File: src/design/motion_pkg.sv
// Purpose: constants shared by the motion axis and io control block
// Assumes: AXI4-Lite register access, 32-bit data, 4 axes
// Notes: offsets are byte addresses
package motion_pkg;
  localparam int unsigned NUM_AXES = 4;
  localparam int unsigned ADDR_W = 8;
  // register byte offsets
  localparam logic [7:0] OFF_FUNC = 8'h00;
  localparam logic [7:0] OFF_DATA = 8'h04;
  localparam logic [7:0] OFF_STATUS = 8'h08;
  localparam logic [7:0] OFF_POS_BASE = 8'h10;
  localparam logic [7:0] OFF_ENC_BASE = 8'h20;
  localparam logic [7:0] OFF_BASEVEL_BASE = 8'h30;
  localparam logic [7:0] OFF_HEADING = 8'h40;
  localparam logic [7:0] OFF_IO_OUT = 8'h44;
  localparam logic [7:0] OFF_IO_CFG = 8'h48;
  localparam logic [7:0] OFF_AUX = 8'h4c;
  localparam logic [7:0] OFF_AXIS_CTRL = 8'h50;
  // function register fields
  localparam int unsigned FN_AXIS_LSB = 0;
  localparam int unsigned FN_ID_LSB = 8;
  localparam int unsigned FN_WCOUNT_LSB = 16;
  // function identifiers
  localparam logic [7:0] FID_ZERO_POS = 8'h01;
  localparam logic [7:0] FID_BASE_VEL = 8'h02;
  localparam logic [7:0] FID_HEADING = 8'h03;
  localparam logic [7:0] FID_LAUNCH = 8'h04;
  localparam logic [7:0] FID_IO_OUT = 8'h05;
  localparam logic [7:0] FID_AUX = 8'h06;
  localparam logic [7:0] FID_INDEX = 8'h07;
  localparam logic [1:0] MAX_WCOUNT = 2'd2;
  // floor step rate
  localparam logic [15:0] BASE_VEL_MIN = 16'd50;
  localparam logic [15:0] BASE_VEL_MAX = 16'd5000;
  localparam logic [15:0] BASE_VEL_RST = 16'd250;
  // heading encoding
  localparam logic [15:0] HEAD_FWD = 16'h0000;
  localparam logic [15:0] HEAD_REV = 16'hffff;
  // io port power-up setup: polarity 1 = inverting, direction 1 = input
  localparam logic [7:0] IO_POL_RST = 8'hff;
  localparam logic [7:0] IO_DIR_RST_SERVO = 8'hff;
  localparam logic [7:0] IO_DIR_RST_STEP = 8'h0f;
  localparam logic [7:0] IO_INHIBIT_MASK = 8'hf0;
  // step rate divider: one step enable per this many rate units of phase
  localparam int unsigned CLK_HZ = 25000000;
  localparam logic [31:0] PHASE_WRAP = 32'(CLK_HZ);
  localparam logic [1:0] RESP_OKAY = 2'b00;
  localparam logic [1:0] RESP_SLVERR = 2'b10;
endpackage

File: src/design/motion_axis_and_io_control.sv
// Purpose: per-axis motion control logic behind an AXI4-Lite register bus
// Assumes: single 25 MHz clock, asynchronous active-high reset
// Notes: functions are submitted by writing DATA then FUNC
//
// Function
// zero-position request clears step position counter
// zero-position ignored while trajectory running
// closed-loop stepper also clears encoder counter
// index search zeroes position, then tracks index
// function carries axis, id, 0..2 words
// 16-bit floor step rate, 50..5000, 250
// out-of-range floor rate clamps to limit
// floor rate is lowest accel/decel rate
// target below floor runs fixed, no profile
// heading forward 0, reverse -1, reverse default
// heading honoured only in velocity mode
// heading takes effect on next launch
// reversing launch decelerates, turns, reaccelerates
// aux write: B from 15..8, C 23..16
// port C byte ignored when C is input
// io output bits 7..0 map lines 8..1
// pin level is output through line polarity
// stepper inhibit lines untouched by output write
// power-up io configuration per variant
// outputs hold until write or breakpoint
// closed-loop breakpoint on axis n toggles bit n
// word count above two is function error
`timescale 1ns/1ns
module motion_axis_and_io_control
  import motion_pkg::*;
#(
  parameter bit IS_STEPPER = 1'b1,
  parameter bit CLOSED_LOOP_HW = 1'b1
) (
  // clock and reset
  input wire logic clk,
  input wire logic rst,
  // axi4-lite write address, data and response
  input wire logic [ADDR_W-1:0] s_axi_awaddr,
  input wire logic s_axi_awvalid,
  output logic s_axi_awready,
  input wire logic [31:0] s_axi_wdata,
  input wire logic [3:0] s_axi_wstrb,
  input wire logic s_axi_wvalid,
  output logic s_axi_wready,
  output logic [1:0] s_axi_bresp,
  output logic s_axi_bvalid,
  input wire logic s_axi_bready,
  // axi4-lite read
  input wire logic [ADDR_W-1:0] s_axi_araddr,
  input wire logic s_axi_arvalid,
  output logic s_axi_arready,
  output logic [31:0] s_axi_rdata,
  output logic [1:0] s_axi_rresp,
  output logic s_axi_rvalid,
  input wire logic s_axi_rready,
  // axis events
  input wire logic [NUM_AXES-1:0] breakpoint_hit,
  input wire logic [NUM_AXES-1:0] index_found,
  input wire logic [NUM_AXES-1:0] encoder_step_up,
  // motion outputs
  output logic [NUM_AXES-1:0] step_out,
  output logic [NUM_AXES-1:0] dir_out,
  // io port
  input wire logic [7:0] io_pin_in,
  output logic [7:0] io_pin_out,
  output logic [7:0] io_pin_oe,
  // auxiliary ports
  output logic [7:0] port_b_out,
  output logic [7:0] port_c_out,
  output logic port_c_oe
);

  typedef enum logic [1:0] {
    MV_IDLE,
    MV_RUN,
    MV_TURN
  } move_t;

  typedef struct packed {
    logic aw_got;
    logic w_got;
    logic [ADDR_W-1:0] awaddr;
    logic [31:0] wdata;
    logic bvalid;
    logic [1:0] bresp;
    logic rvalid;
    logic [31:0] rdata;
    logic [31:0] data;
    logic func_err;
    logic [NUM_AXES-1:0][31:0] pos;
    logic [NUM_AXES-1:0][31:0] enc;
    logic [NUM_AXES-1:0][15:0] base_vel;
    logic [NUM_AXES-1:0][15:0] target;
    logic [NUM_AXES-1:0][15:0] rate;
    logic [NUM_AXES-1:0][31:0] phase;
    logic [NUM_AXES-1:0] heading_set;
    logic [NUM_AXES-1:0] dir;
    logic [NUM_AXES-1:0] vel_mode;
    logic [NUM_AXES-1:0] closed_loop;
    logic [NUM_AXES-1:0] index_search;
    logic [NUM_AXES-1:0][1:0] state;
    logic [NUM_AXES-1:0] step;
    logic [7:0] io_out;
    logic [7:0] io_pol;
    logic [7:0] io_dir;
    logic [7:0] port_b;
    logic [7:0] port_c;
    logic port_c_in;
  } st_t;

  st_t st_reg;
  st_t st_next;

  function automatic logic [15:0] clamp_rate(input logic [15:0] v);
    if (v < BASE_VEL_MIN) begin
      return BASE_VEL_MIN;
    end else if (v > BASE_VEL_MAX) begin
      return BASE_VEL_MAX;
    end
    return v;
  endfunction

  function automatic logic [31:0] pack_cfg(input st_t s);
    return {16'h0000, s.io_pol, s.io_dir};
  endfunction

  ////////////////////////////////////////////////////////////////////////////
  // combinational next state

  logic wr_fire;
  logic [1:0] wc;
  logic [7:0] fid;
  logic [1:0] ax;
  logic [7:0] keep;

  always_comb begin
    st_next = st_reg;
    wc = st_reg.wdata[FN_WCOUNT_LSB +: 2];
    fid = st_reg.wdata[FN_ID_LSB +: 8];
    ax = st_reg.wdata[FN_AXIS_LSB +: 2];
    // inhibit lines 5..8 stay out of reach of general writes
    keep = IS_STEPPER ? IO_INHIBIT_MASK : 8'h00;
    // write channel capture
    if (s_axi_awvalid && s_axi_awready) begin
      st_next.aw_got = 1'b1;
      st_next.awaddr = s_axi_awaddr;
    end
    if (s_axi_wvalid && s_axi_wready) begin
      st_next.w_got = 1'b1;
      st_next.wdata = s_axi_wdata;
    end
    if (st_reg.bvalid && s_axi_bready) begin
      st_next.bvalid = 1'b0;
    end
    wr_fire = st_reg.aw_got && st_reg.w_got && !st_reg.bvalid;
    // per-axis trajectory and counters
    for (int i = 0; i < NUM_AXES; i++) begin
      st_next.step[i] = 1'b0;
      if (st_reg.state[i] != MV_IDLE) begin
        if ({1'b0, st_reg.phase[i]} + 33'(st_reg.rate[i])
            >= {1'b0, PHASE_WRAP}) begin
          st_next.phase[i] = st_reg.phase[i] + 32'(st_reg.rate[i])
                             - PHASE_WRAP;
          st_next.step[i] = 1'b1;
          st_next.pos[i] = st_reg.dir[i] ? st_reg.pos[i] - 32'd1
                                         : st_reg.pos[i] + 32'd1;
          // ramp one unit per step, never below the floor; a turn is
          // handled first so that a slow fixed-rate move can still reverse
          if (st_reg.state[i] == MV_TURN) begin
            if (st_reg.rate[i] <= st_reg.base_vel[i]) begin
              st_next.dir[i] = st_reg.heading_set[i];
              st_next.state[i] = MV_RUN;
            end else begin
              st_next.rate[i] = st_reg.rate[i] - 16'd1;
            end
          end else if (st_reg.target[i] < st_reg.base_vel[i]) begin
            st_next.rate[i] = st_reg.target[i];
          end else if (st_reg.rate[i] < st_reg.target[i]) begin
            st_next.rate[i] = st_reg.rate[i] + 16'd1;
          end else if (st_reg.rate[i] > st_reg.target[i]) begin
            // lowered target on a running move: ease down to it
            st_next.rate[i] = st_reg.rate[i] - 16'd1;
          end
        end else begin
          st_next.phase[i] = st_reg.phase[i] + 32'(st_reg.rate[i]);
        end
      end
      if (encoder_step_up[i]) begin
        st_next.enc[i] = st_reg.enc[i] + 32'd1;
      end
      if (st_reg.index_search[i] && index_found[i]) begin
        st_next.pos[i] = 32'd0;
        st_next.index_search[i] = 1'b0;
      end
      // breakpoint toggles its own output bit
      if (breakpoint_hit[i] && st_reg.closed_loop[i]) begin
        st_next.io_out[i] = ~st_next.io_out[i];
      end
    end
    // register and function writes
    if (wr_fire) begin
      st_next.aw_got = 1'b0;
      st_next.w_got = 1'b0;
      st_next.bvalid = 1'b1;
      st_next.bresp = RESP_OKAY;
      // decode of the taken write, answered on the next edge
      if (st_reg.awaddr == OFF_DATA) begin
        st_next.data = st_reg.wdata;
      end else if (st_reg.awaddr == OFF_AXIS_CTRL) begin
        st_next.vel_mode = st_reg.wdata[3:0];
        st_next.closed_loop = CLOSED_LOOP_HW ? st_reg.wdata[7:4] : 4'h0;
      end else if (st_reg.awaddr == OFF_IO_CFG) begin
        st_next.io_pol = (st_reg.wdata[15:8] & ~keep) | (st_reg.io_pol & keep);
        st_next.io_dir = (st_reg.wdata[7:0] & ~keep) | (st_reg.io_dir & keep);
        st_next.port_c_in = st_reg.wdata[16];
      end else if (st_reg.awaddr == OFF_FUNC) begin
        if (wc > MAX_WCOUNT) begin
          st_next.func_err = 1'b1;
          st_next.bresp = RESP_SLVERR;
        end else begin
          st_next.func_err = 1'b0;
          if (fid == FID_ZERO_POS) begin
            if (st_reg.state[ax] == MV_IDLE) begin
              st_next.pos[ax] = 32'd0;
              if (IS_STEPPER && CLOSED_LOOP_HW) begin
                st_next.enc[ax] = 32'd0;
              end
            end
          end else if (fid == FID_BASE_VEL) begin
            st_next.base_vel[ax] = clamp_rate(st_reg.data[15:0]);
          end else if (fid == FID_HEADING) begin
            if (st_reg.vel_mode[ax]) begin
              st_next.heading_set[ax] = st_reg.data[15:0] == HEAD_REV;
            end
          end else if (fid == FID_LAUNCH) begin
            st_next.target[ax] = st_reg.data[15:0];
            if (st_reg.state[ax] == MV_IDLE) begin
              st_next.dir[ax] = st_reg.heading_set[ax];
              st_next.state[ax] = MV_RUN;
              st_next.rate[ax] = st_reg.data[15:0] < st_reg.base_vel[ax] ?
                                 st_reg.data[15:0] : st_reg.base_vel[ax];
              st_next.phase[ax] = 32'd0;
            end else if (st_reg.heading_set[ax] != st_reg.dir[ax]) begin
              st_next.state[ax] = MV_TURN;
            end
            // a zero target stops the axis at once
            if (st_reg.data[15:0] == 16'h0000) begin
              st_next.state[ax] = MV_IDLE;
            end
          end else if (fid == FID_IO_OUT) begin
            st_next.io_out = (st_reg.data[7:0] & ~keep)
                             | (st_next.io_out & keep);
          end else if (fid == FID_AUX) begin
            st_next.port_b = st_reg.data[15:8];
            if (!st_reg.port_c_in) begin
              st_next.port_c = st_reg.data[23:16];
            end
          end else if (fid == FID_INDEX) begin
            if (st_reg.closed_loop[ax]) begin
              st_next.pos[ax] = 32'd0;
              st_next.index_search[ax] = 1'b1;
            end
          end else begin
            st_next.func_err = 1'b1;
            st_next.bresp = RESP_SLVERR;
          end
        end
      end else if (st_reg.awaddr != OFF_FUNC) begin
        st_next.bresp = RESP_SLVERR;
      end
    end
    // read channel
    // a new read is only taken once the last answer has gone
    if (st_reg.rvalid && s_axi_rready) begin
      st_next.rvalid = 1'b0;
    end
    if (s_axi_arvalid && s_axi_arready) begin
      st_next.rvalid = 1'b1;
      st_next.bresp = st_next.bresp;
      st_next.rdata = 32'h0000_0000;
      if (s_axi_araddr == OFF_DATA) begin
        st_next.rdata = st_reg.data;
      end else if (s_axi_araddr == OFF_STATUS) begin
        st_next.rdata = {23'h0, st_reg.func_err, st_reg.dir,
                         st_reg.index_search};
      end else if (s_axi_araddr == OFF_HEADING) begin
        st_next.rdata = {28'h0, st_reg.heading_set};
      end else if (s_axi_araddr == OFF_IO_OUT) begin
        st_next.rdata = {24'h0, st_reg.io_out};
      end else if (s_axi_araddr == OFF_IO_CFG) begin
        st_next.rdata = pack_cfg(st_reg) | {15'h0, st_reg.port_c_in, 16'h0};
      end else if (s_axi_araddr == OFF_AUX) begin
        st_next.rdata = {8'h0, st_reg.port_c, st_reg.port_b, 8'h0};
      end else if (s_axi_araddr == OFF_AXIS_CTRL) begin
        st_next.rdata = {24'h0, st_reg.closed_loop, st_reg.vel_mode};
      end else if (s_axi_araddr[7:4] == OFF_POS_BASE[7:4]) begin
        st_next.rdata = st_reg.pos[s_axi_araddr[3:2]];
      end else if (s_axi_araddr[7:4] == OFF_ENC_BASE[7:4]) begin
        st_next.rdata = st_reg.enc[s_axi_araddr[3:2]];
      end else if (s_axi_araddr[7:4] == OFF_BASEVEL_BASE[7:4]) begin
        st_next.rdata = {16'h0, st_reg.base_vel[s_axi_araddr[3:2]]};
      end
    end
  end

  ////////////////////////////////////////////////////////////////////////////
  // state register

  always_ff @(posedge clk or posedge rst) begin
    if (rst) begin
      // power-up: floor rate, reverse heading, inverting io lines
      st_reg <= '0;
      for (int i = 0; i < NUM_AXES; i++) begin
        st_reg.base_vel[i] <= BASE_VEL_RST;
      end
      st_reg.heading_set <= '1;
      st_reg.io_pol <= IO_POL_RST;
      st_reg.io_dir <= IS_STEPPER ? IO_DIR_RST_STEP : IO_DIR_RST_SERVO;
    end else begin
      st_reg <= st_next;
    end
  end

  ////////////////////////////////////////////////////////////////////////////
  // outputs

  // each channel is refused while its word is held or answered
  assign s_axi_awready = !st_reg.aw_got && !st_reg.bvalid;
  assign s_axi_wready = !st_reg.w_got && !st_reg.bvalid;
  assign s_axi_bvalid = st_reg.bvalid;
  assign s_axi_bresp = st_reg.bresp;
  assign s_axi_arready = !st_reg.rvalid;
  assign s_axi_rvalid = st_reg.rvalid;
  assign s_axi_rdata = st_reg.rdata;
  assign s_axi_rresp = RESP_OKAY;
  assign step_out = st_reg.step;
  assign dir_out = st_reg.dir;
  assign io_pin_out = st_reg.io_out ^ st_reg.io_pol;
  assign io_pin_oe = ~st_reg.io_dir;
  assign port_b_out = st_reg.port_b;
  assign port_c_out = st_reg.port_c;
  assign port_c_oe = !st_reg.port_c_in;

endmodule

File: config.mk
export PLATFORM = sky130hd
export DESIGN_NAME = motion_axis_and_io_control
export DESIGN_NICKNAME = d
export VERILOG_FILES = /design/src/design/motion_pkg.sv /design/src/design/motion_axis_and_io_control.sv
export SDC_FILE = /design/constraint.sdc
export NUM_CORES = 2
export LEC_CHECK = 0
export BUFFER_PORTS_ARGS = -buffer_cell sky130_fd_sc_hd__buf_2
export CAP_MARGIN = 20
export CORE_MARGIN = 2
export CORE_UTILIZATION = 45
export DETAILED_ROUTE_END_ITERATION = 8
export GPL_ROUTABILITY_DRIVEN = 0
export SLEW_MARGIN = 10
export SYNTH_ARGS = -nofsm -noshare
export SYNTH_HDL_FRONTEND = slang
export SYNTH_SLANG_ARGS = --single-unit
export TNS_END_PERCENT = 100
File: constraint.sdc
create_clock -name clk -period 29.6 [get_ports clk]
set_clock_uncertainty 0.2 [all_clocks]
set_input_delay 2.96 -clock clk [delete_from_list [all_inputs] [get_ports clk]]
set_output_delay 2.96 -clock clk [all_outputs]
set_load 0.005 [all_outputs]
# Word level (Yosys, flattened, before mapping)
# Index checks and enable logic that the tools add are counted.
[word_totals]
ff_bits = 760
latch_bits = 0
mem_bits_rw = 0
romBits = 0
out_inout_bits = 82
wordCells = 481
n_memories = 0
[op_classes]
addsub = 32
n_mul = 0
n_div = 0
order_cmp = 27
n_eq_ne = 26
n_shift = 0
muxes = 267
bitwise_logic = 33
reduce_logical = 45
[op_table]
columns = ["operator", "count"]
rows = [
  ["$mux W584", 4],
  ["$mux W32", 40],
  ["$mux W604", 2],
  ["$mux W16", 54],
  ["$mux W256", 3],
  ["$mux W129", 5],
  ["$mux W128", 4],
  ["$and A128 B128 Y128", 3],
  ["$mux W328", 1],
  ["$mux W264", 1],
  ["$add A32 B1 Y32 const B", 8],
  ["$bwmux W64", 3],
  ["$mux W192", 1],
  ["$lt A16 B16 Y1", 9],
  ["$add A32 B16 Y33", 4],
  ["$ge A33 B25 Y1 const B", 4],
  ["$add A32 B16 Y32", 4],
  ["$bmux W32 S2", 2],
  ["$mux W8", 16],
  ["$not A128 Y128", 1],
  ["$sub A32 B1 Y32 const B", 4],
  ["$sub A32 B25 Y32 const B", 4],
  ["$mux W37", 3],
  ["$mux W12", 7],
  ["other kinds (58)", 243],
]

# Logic depth before layout (Yosys ltp)
[depth]
ltp_word = 30
depth_mapped = 22

# Least setup slack after synthesis
# Ideal clock, no wire load.
[synth_path]
path_kind = "input -> register"
start = "in s_axi_araddr[2]"
end = "reg st_reg (netlist bit s_axi_rdata[1])"
setup_ns = 0.133
arrival_ns = 5.667
required_ns = 29.267
path_slack_ns = 23.600
path_stages = 11
path_cell_list = "clkbuf_1 > buf_2 > buf_1 > buf_1 > clkbuf_1 > o21ai_0 > o21a_1 > a222oi_1 > nor2_1 > a221oi_1 > o21ai_0"
[synth_via]
elab_chain_len = 12
[synth_lines]
columns = ["element", "line_no", "text"]
rows = [
  ["start, declared", "motion_axis_and_io_control.sv:50", "input wire logic [ADDR_W-1:0] s_axi_araddr,"],
  ["$bmux W16 S2", "motion_axis_and_io_control.sv:302", "st_next.rdata = {16'h0, st_reg.base_vel[s_axi_araddr[3:2]]};"],
  ["$mux W16 (implied by the code)", "motion_axis_and_io_control.sv:302", ""],
  ["$mux W16", "motion_axis_and_io_control.sv:301", "end else if (s_axi_araddr[7:4] == OFF_BASEVEL_BASE[7:4]) begin"],
  ["$mux W32", "motion_axis_and_io_control.sv:299", "end else if (s_axi_araddr[7:4] == OFF_ENC_BASE[7:4]) begin"],
  ["$mux W32", "motion_axis_and_io_control.sv:297", "end else if (s_axi_araddr[7:4] == OFF_POS_BASE[7:4]) begin"],
  ["$mux W32", "motion_axis_and_io_control.sv:295", "end else if (s_axi_araddr == OFF_AXIS_CTRL) begin"],
  ["$mux W32", "motion_axis_and_io_control.sv:293", "end else if (s_axi_araddr == OFF_AUX) begin"],
  ["$mux W32", "motion_axis_and_io_control.sv:291", "end else if (s_axi_araddr == OFF_IO_CFG) begin"],
  ["$mux W32", "motion_axis_and_io_control.sv:289", "end else if (s_axi_araddr == OFF_IO_OUT) begin"],
  ["$mux W32", "motion_axis_and_io_control.sv:287", "end else if (s_axi_araddr == OFF_HEADING) begin"],
  ["$mux W32", "motion_axis_and_io_control.sv:284", "end else if (s_axi_araddr == OFF_STATUS) begin"],
  ["$mux W32 *", "motion_axis_and_io_control.sv:282", "if (s_axi_araddr == OFF_DATA) begin"],
  ["end signal, assigned", "motion_axis_and_io_control.sv:321", "st_reg <= st_next;"],
  ["end, declared", "motion_axis_and_io_control.sv:112", "st_t st_reg;"],
]
# Mark *: on every way between the ends. The rest lies on a longest branch, timed or not. The select of a mux whose other input is x is not followed.
# A chain may end at the register's enable or synchronous reset.

==> flow_summary.json <==
{
  "place_hpwl_mm": 132,
  "drc": 0,
  "tightestPinTransition_ps": 1180,
  "synth_edf_count": 0,
  "ys_warn_count": 0,
  "h-tree-depth": 3,
  "r2r_slack_ps": 22800,
  "grt_pass1_wl_mm": 283,
  "powerDensity_nw_per_um2": 48.6,
  "antenna_found_initial": 11,
  "drtAntennaViolNets": 0,
  "hold_path_depth": 1,
  "worstSetupStartpointType": "flop",
  "async_flop_share_pct": 100,
  "worst-setup-path-type": "reg -> reg",
  "worstHoldStart": "s_axi_rdata[5]",
  "report.final.slew_viol_count": 0,
  "ys.flop_type": "dfrtp_1",
  "peakVddDrop_uv": 52.4,
  "clock_path_buffers": 3,
  "synthTopCellsByCount": "dfrtp_1 (711), nand2_1 (661), nor2_1 (658)",
  "rr_startpoint": "st_reg[201]",
  "synthCells": 6617,
  "status": "completed",
  "grt_pass1_vias": 47900,
  "worst_r2r_path_depth": 15,
  "die_w_um": 361,
  "hold_path_end": "s_axi_rdata[5]",
  "synth-seq-cells": 747,
  "synth_cell_types": 113,
  "p_leak_nw": 27.9,
  "timing.fmax_mhz": 147,
  "cts_resized": 0,
  "area_growth_pct": 9.09,
  "dieArea_um2": 130000,
  "final-hold-violation-count": 0,
  "min_period_over_period_pct": 23.0,
  "dr_total_vias": 50600,
  "setup_slack_ps": 22800,
  "gr-total-overflow": 0,
  "cts-root-buf": "clkbuf_16",
  "crit_path_end_kind": "flop",
  "arrival_ps": 7140,
  "holdBufCountCts": 0,
  "required_ps": 29940,
  "clock-sinks": 747,
  "hold_path.class": "reg -> reg",
  "num_io_pins": 161,
  "period_needed_ps": 6800,
  "grt_max_degree": 141,
  "grtUsageTotal_pct": 27.4,
  "total_power_mw": 3.04,
  "dr.pass1.iters": 7,
  "slew_headroom_pct": 19.2,
  "drive_above_1_share_pct": 11.7,
  "core_um2": 126000,
  "post-synth-top-count-cell": "dfrtp_1",
  "fin_tns_setup_ps": 0,
  "postLayoutCellArea_um2": 62400,
  "wl_per_cell_um": 21.9,
  "avgSynthCellArea_um2": 8.65,
  "drtIter0Drc": 4773,
  "syn_area_um2": 57200,
  "crit_fanout": 52,
  "cts_setup_buffers": 0,
  "postPlaceCellArea_um2": 59000,
  "synth-seq-area-share_pct": 32.7,
  "routed_wl_mm": 181,
  "rows": 130,
  "fillers": 11900,
  "clk_pin_slew_worst_paths_ps": 60,
  "setup_violations": 0,
  "yosysTopAreaCell": "dfrtp_1",
  "post-place-ws_ps": 22960,
  "initial_core_util_pct": 45.4,
  "drt-vias-per-instance": 6.10,
  "io_buffers": 137,
  "largest_reg_flops": 678,
  "hold_slack_ps": 274,
  "rsz0062_at_grt": "no",
  "ys_top_cells_by_area": "dfrtp_1 (31%), ha_1 (8.9%), a21oi_1 (4.5%), nand2_1 (4.3%), nor2_1 (4.3%)",
  "clock_latency_ps": 730,
  "cts_tree": "built",
  "die_y_um": 361,
  "cap_violations": 0,
  "cts_buffers": 92,
  "fin_nets": 7051,
  "yosys.area.top_type_share_pct": 31.1,
  "regToRegEndpoint": "st_reg[214]"
}
==> cells in the final DEF, fill, tap and decap left out, types with 57 or more instances in the layout <==
| cell type | netlist | routed |
|---|---|---|
| nand2b_1 | 71 | 71 |
| nor3_1 | 139 | 134 |
| buf_2 | 36 | 136 |
| dfrtp_1 | 711 | 707 |
| a21oi_1 | 518 | 518 |
| a21o_1 | 142 | 142 |
| ha_1 | 407 | 407 |
| nand2_1 | 661 | 660 |
| o21a_1 | 57 | 57 |
| clkbuf_16 | 0 | 92 |
| a211oi_1 | 98 | 98 |
| inv_1 | 269 | 268 |
| nand4_1 | 98 | 98 |
| mux2_2 | 126 | 126 |
| nor2_1 | 658 | 646 |
| nand3_1 | 183 | 182 |
| or3_1 | 94 | 94 |
| buf_4 | 75 | 88 |
| mux4_2 | 100 | 100 |
| xnor2_1 | 219 | 219 |
| xor2_1 | 185 | 185 |
| mux2i_1 | 73 | 67 |
| and3_1 | 94 | 94 |
| o21ai_0 | 456 | 456 |
==> metal layers <==
layer | vias to the layer above | routed length, um | global-route usage, % | part of all wire, %
met4 | 12 | 7590 | 10.8 | 4.2
met3 | 351 | 12200 | 4.36 | 6.7
met2 | 1654 | 83400 | 44.2 | 46
met5 | - | 73 | 0 | 0.040
li1 | 23900 | - | - | -
met1 | 24700 | 78200 | 36.9 | 43
==> report_power, final <==
part	internal [mW]	switching, mW
logic	0.236	0.358
registers	1.11	0.110
clock network	0.727	0.492
==> cells by family (layout without fill, tap and decap cells) <==
group,Yosys count,in the layout,share of synthesized area (%)
AO/OA/AOI/OAI,1831,1831,20.5
buffers and inverters,669,676,5.01
AND/OR/NAND/NOR,2247,2247,18.6
multiplexers,299,299,7.69
flip-flops,747,747,32.7
other,2,17,0.0131
XOR/XNOR,405,405,6.21
adder cells (fa/ha/maj),417,417,9.21
==> area by class of cell <==
cell class	instances	area [um^2]	share of cell area, %
Tap cell	1650	2060	3.31
Clock inverter	34	543	0.870
Multi-Input combinational cell	5210	35800	57.3
Inverter	272	1030	1.65
Clock buffer	136	2720	4.35
Sequential cell	747	18700	30.0
Antenna cell	6	15.0	0.0241
Timing Repair Buffer	234	1540	2.46
==> critical path, stage by stage, from the launching register on <==
cell	delay (ps)
dfrtp_1	530
ha_1	250
inv_1	60
fa_1	380
nand2b_1	220
a211oi_1	480
a211oi_1	180
o21ai_1	670
nand2_1	360
o32ai_2	350
nand4_1	590
o21ai_4	930
buf_4	590
inv_2	400
o211ai_1	250
o21ai_0	100
==> how the worst max path moves through the flow <==
stage	startpoint	to	slack, ps
CTS	st_reg[201]	st_reg[214]	22890
finish	st_reg[201]	st_reg[214]	22800
detailed placement	st_reg[201]	st_reg[214]	22960
floorplan	rst	ax[0]	5540
global route	st_reg[201]	st_reg[214]	22370
global placement	st_reg[201]	st_reg[214]	22980
==> metrics by stage <==
stage	std cells	util (%)
global route	8287	49.6
detailed placement	8108	46.9
finish	8289	49.6
floorplan	6626	-
global placement	8104	46.9
CTS	8278	49.5
(Power assumes the default switching activity.)
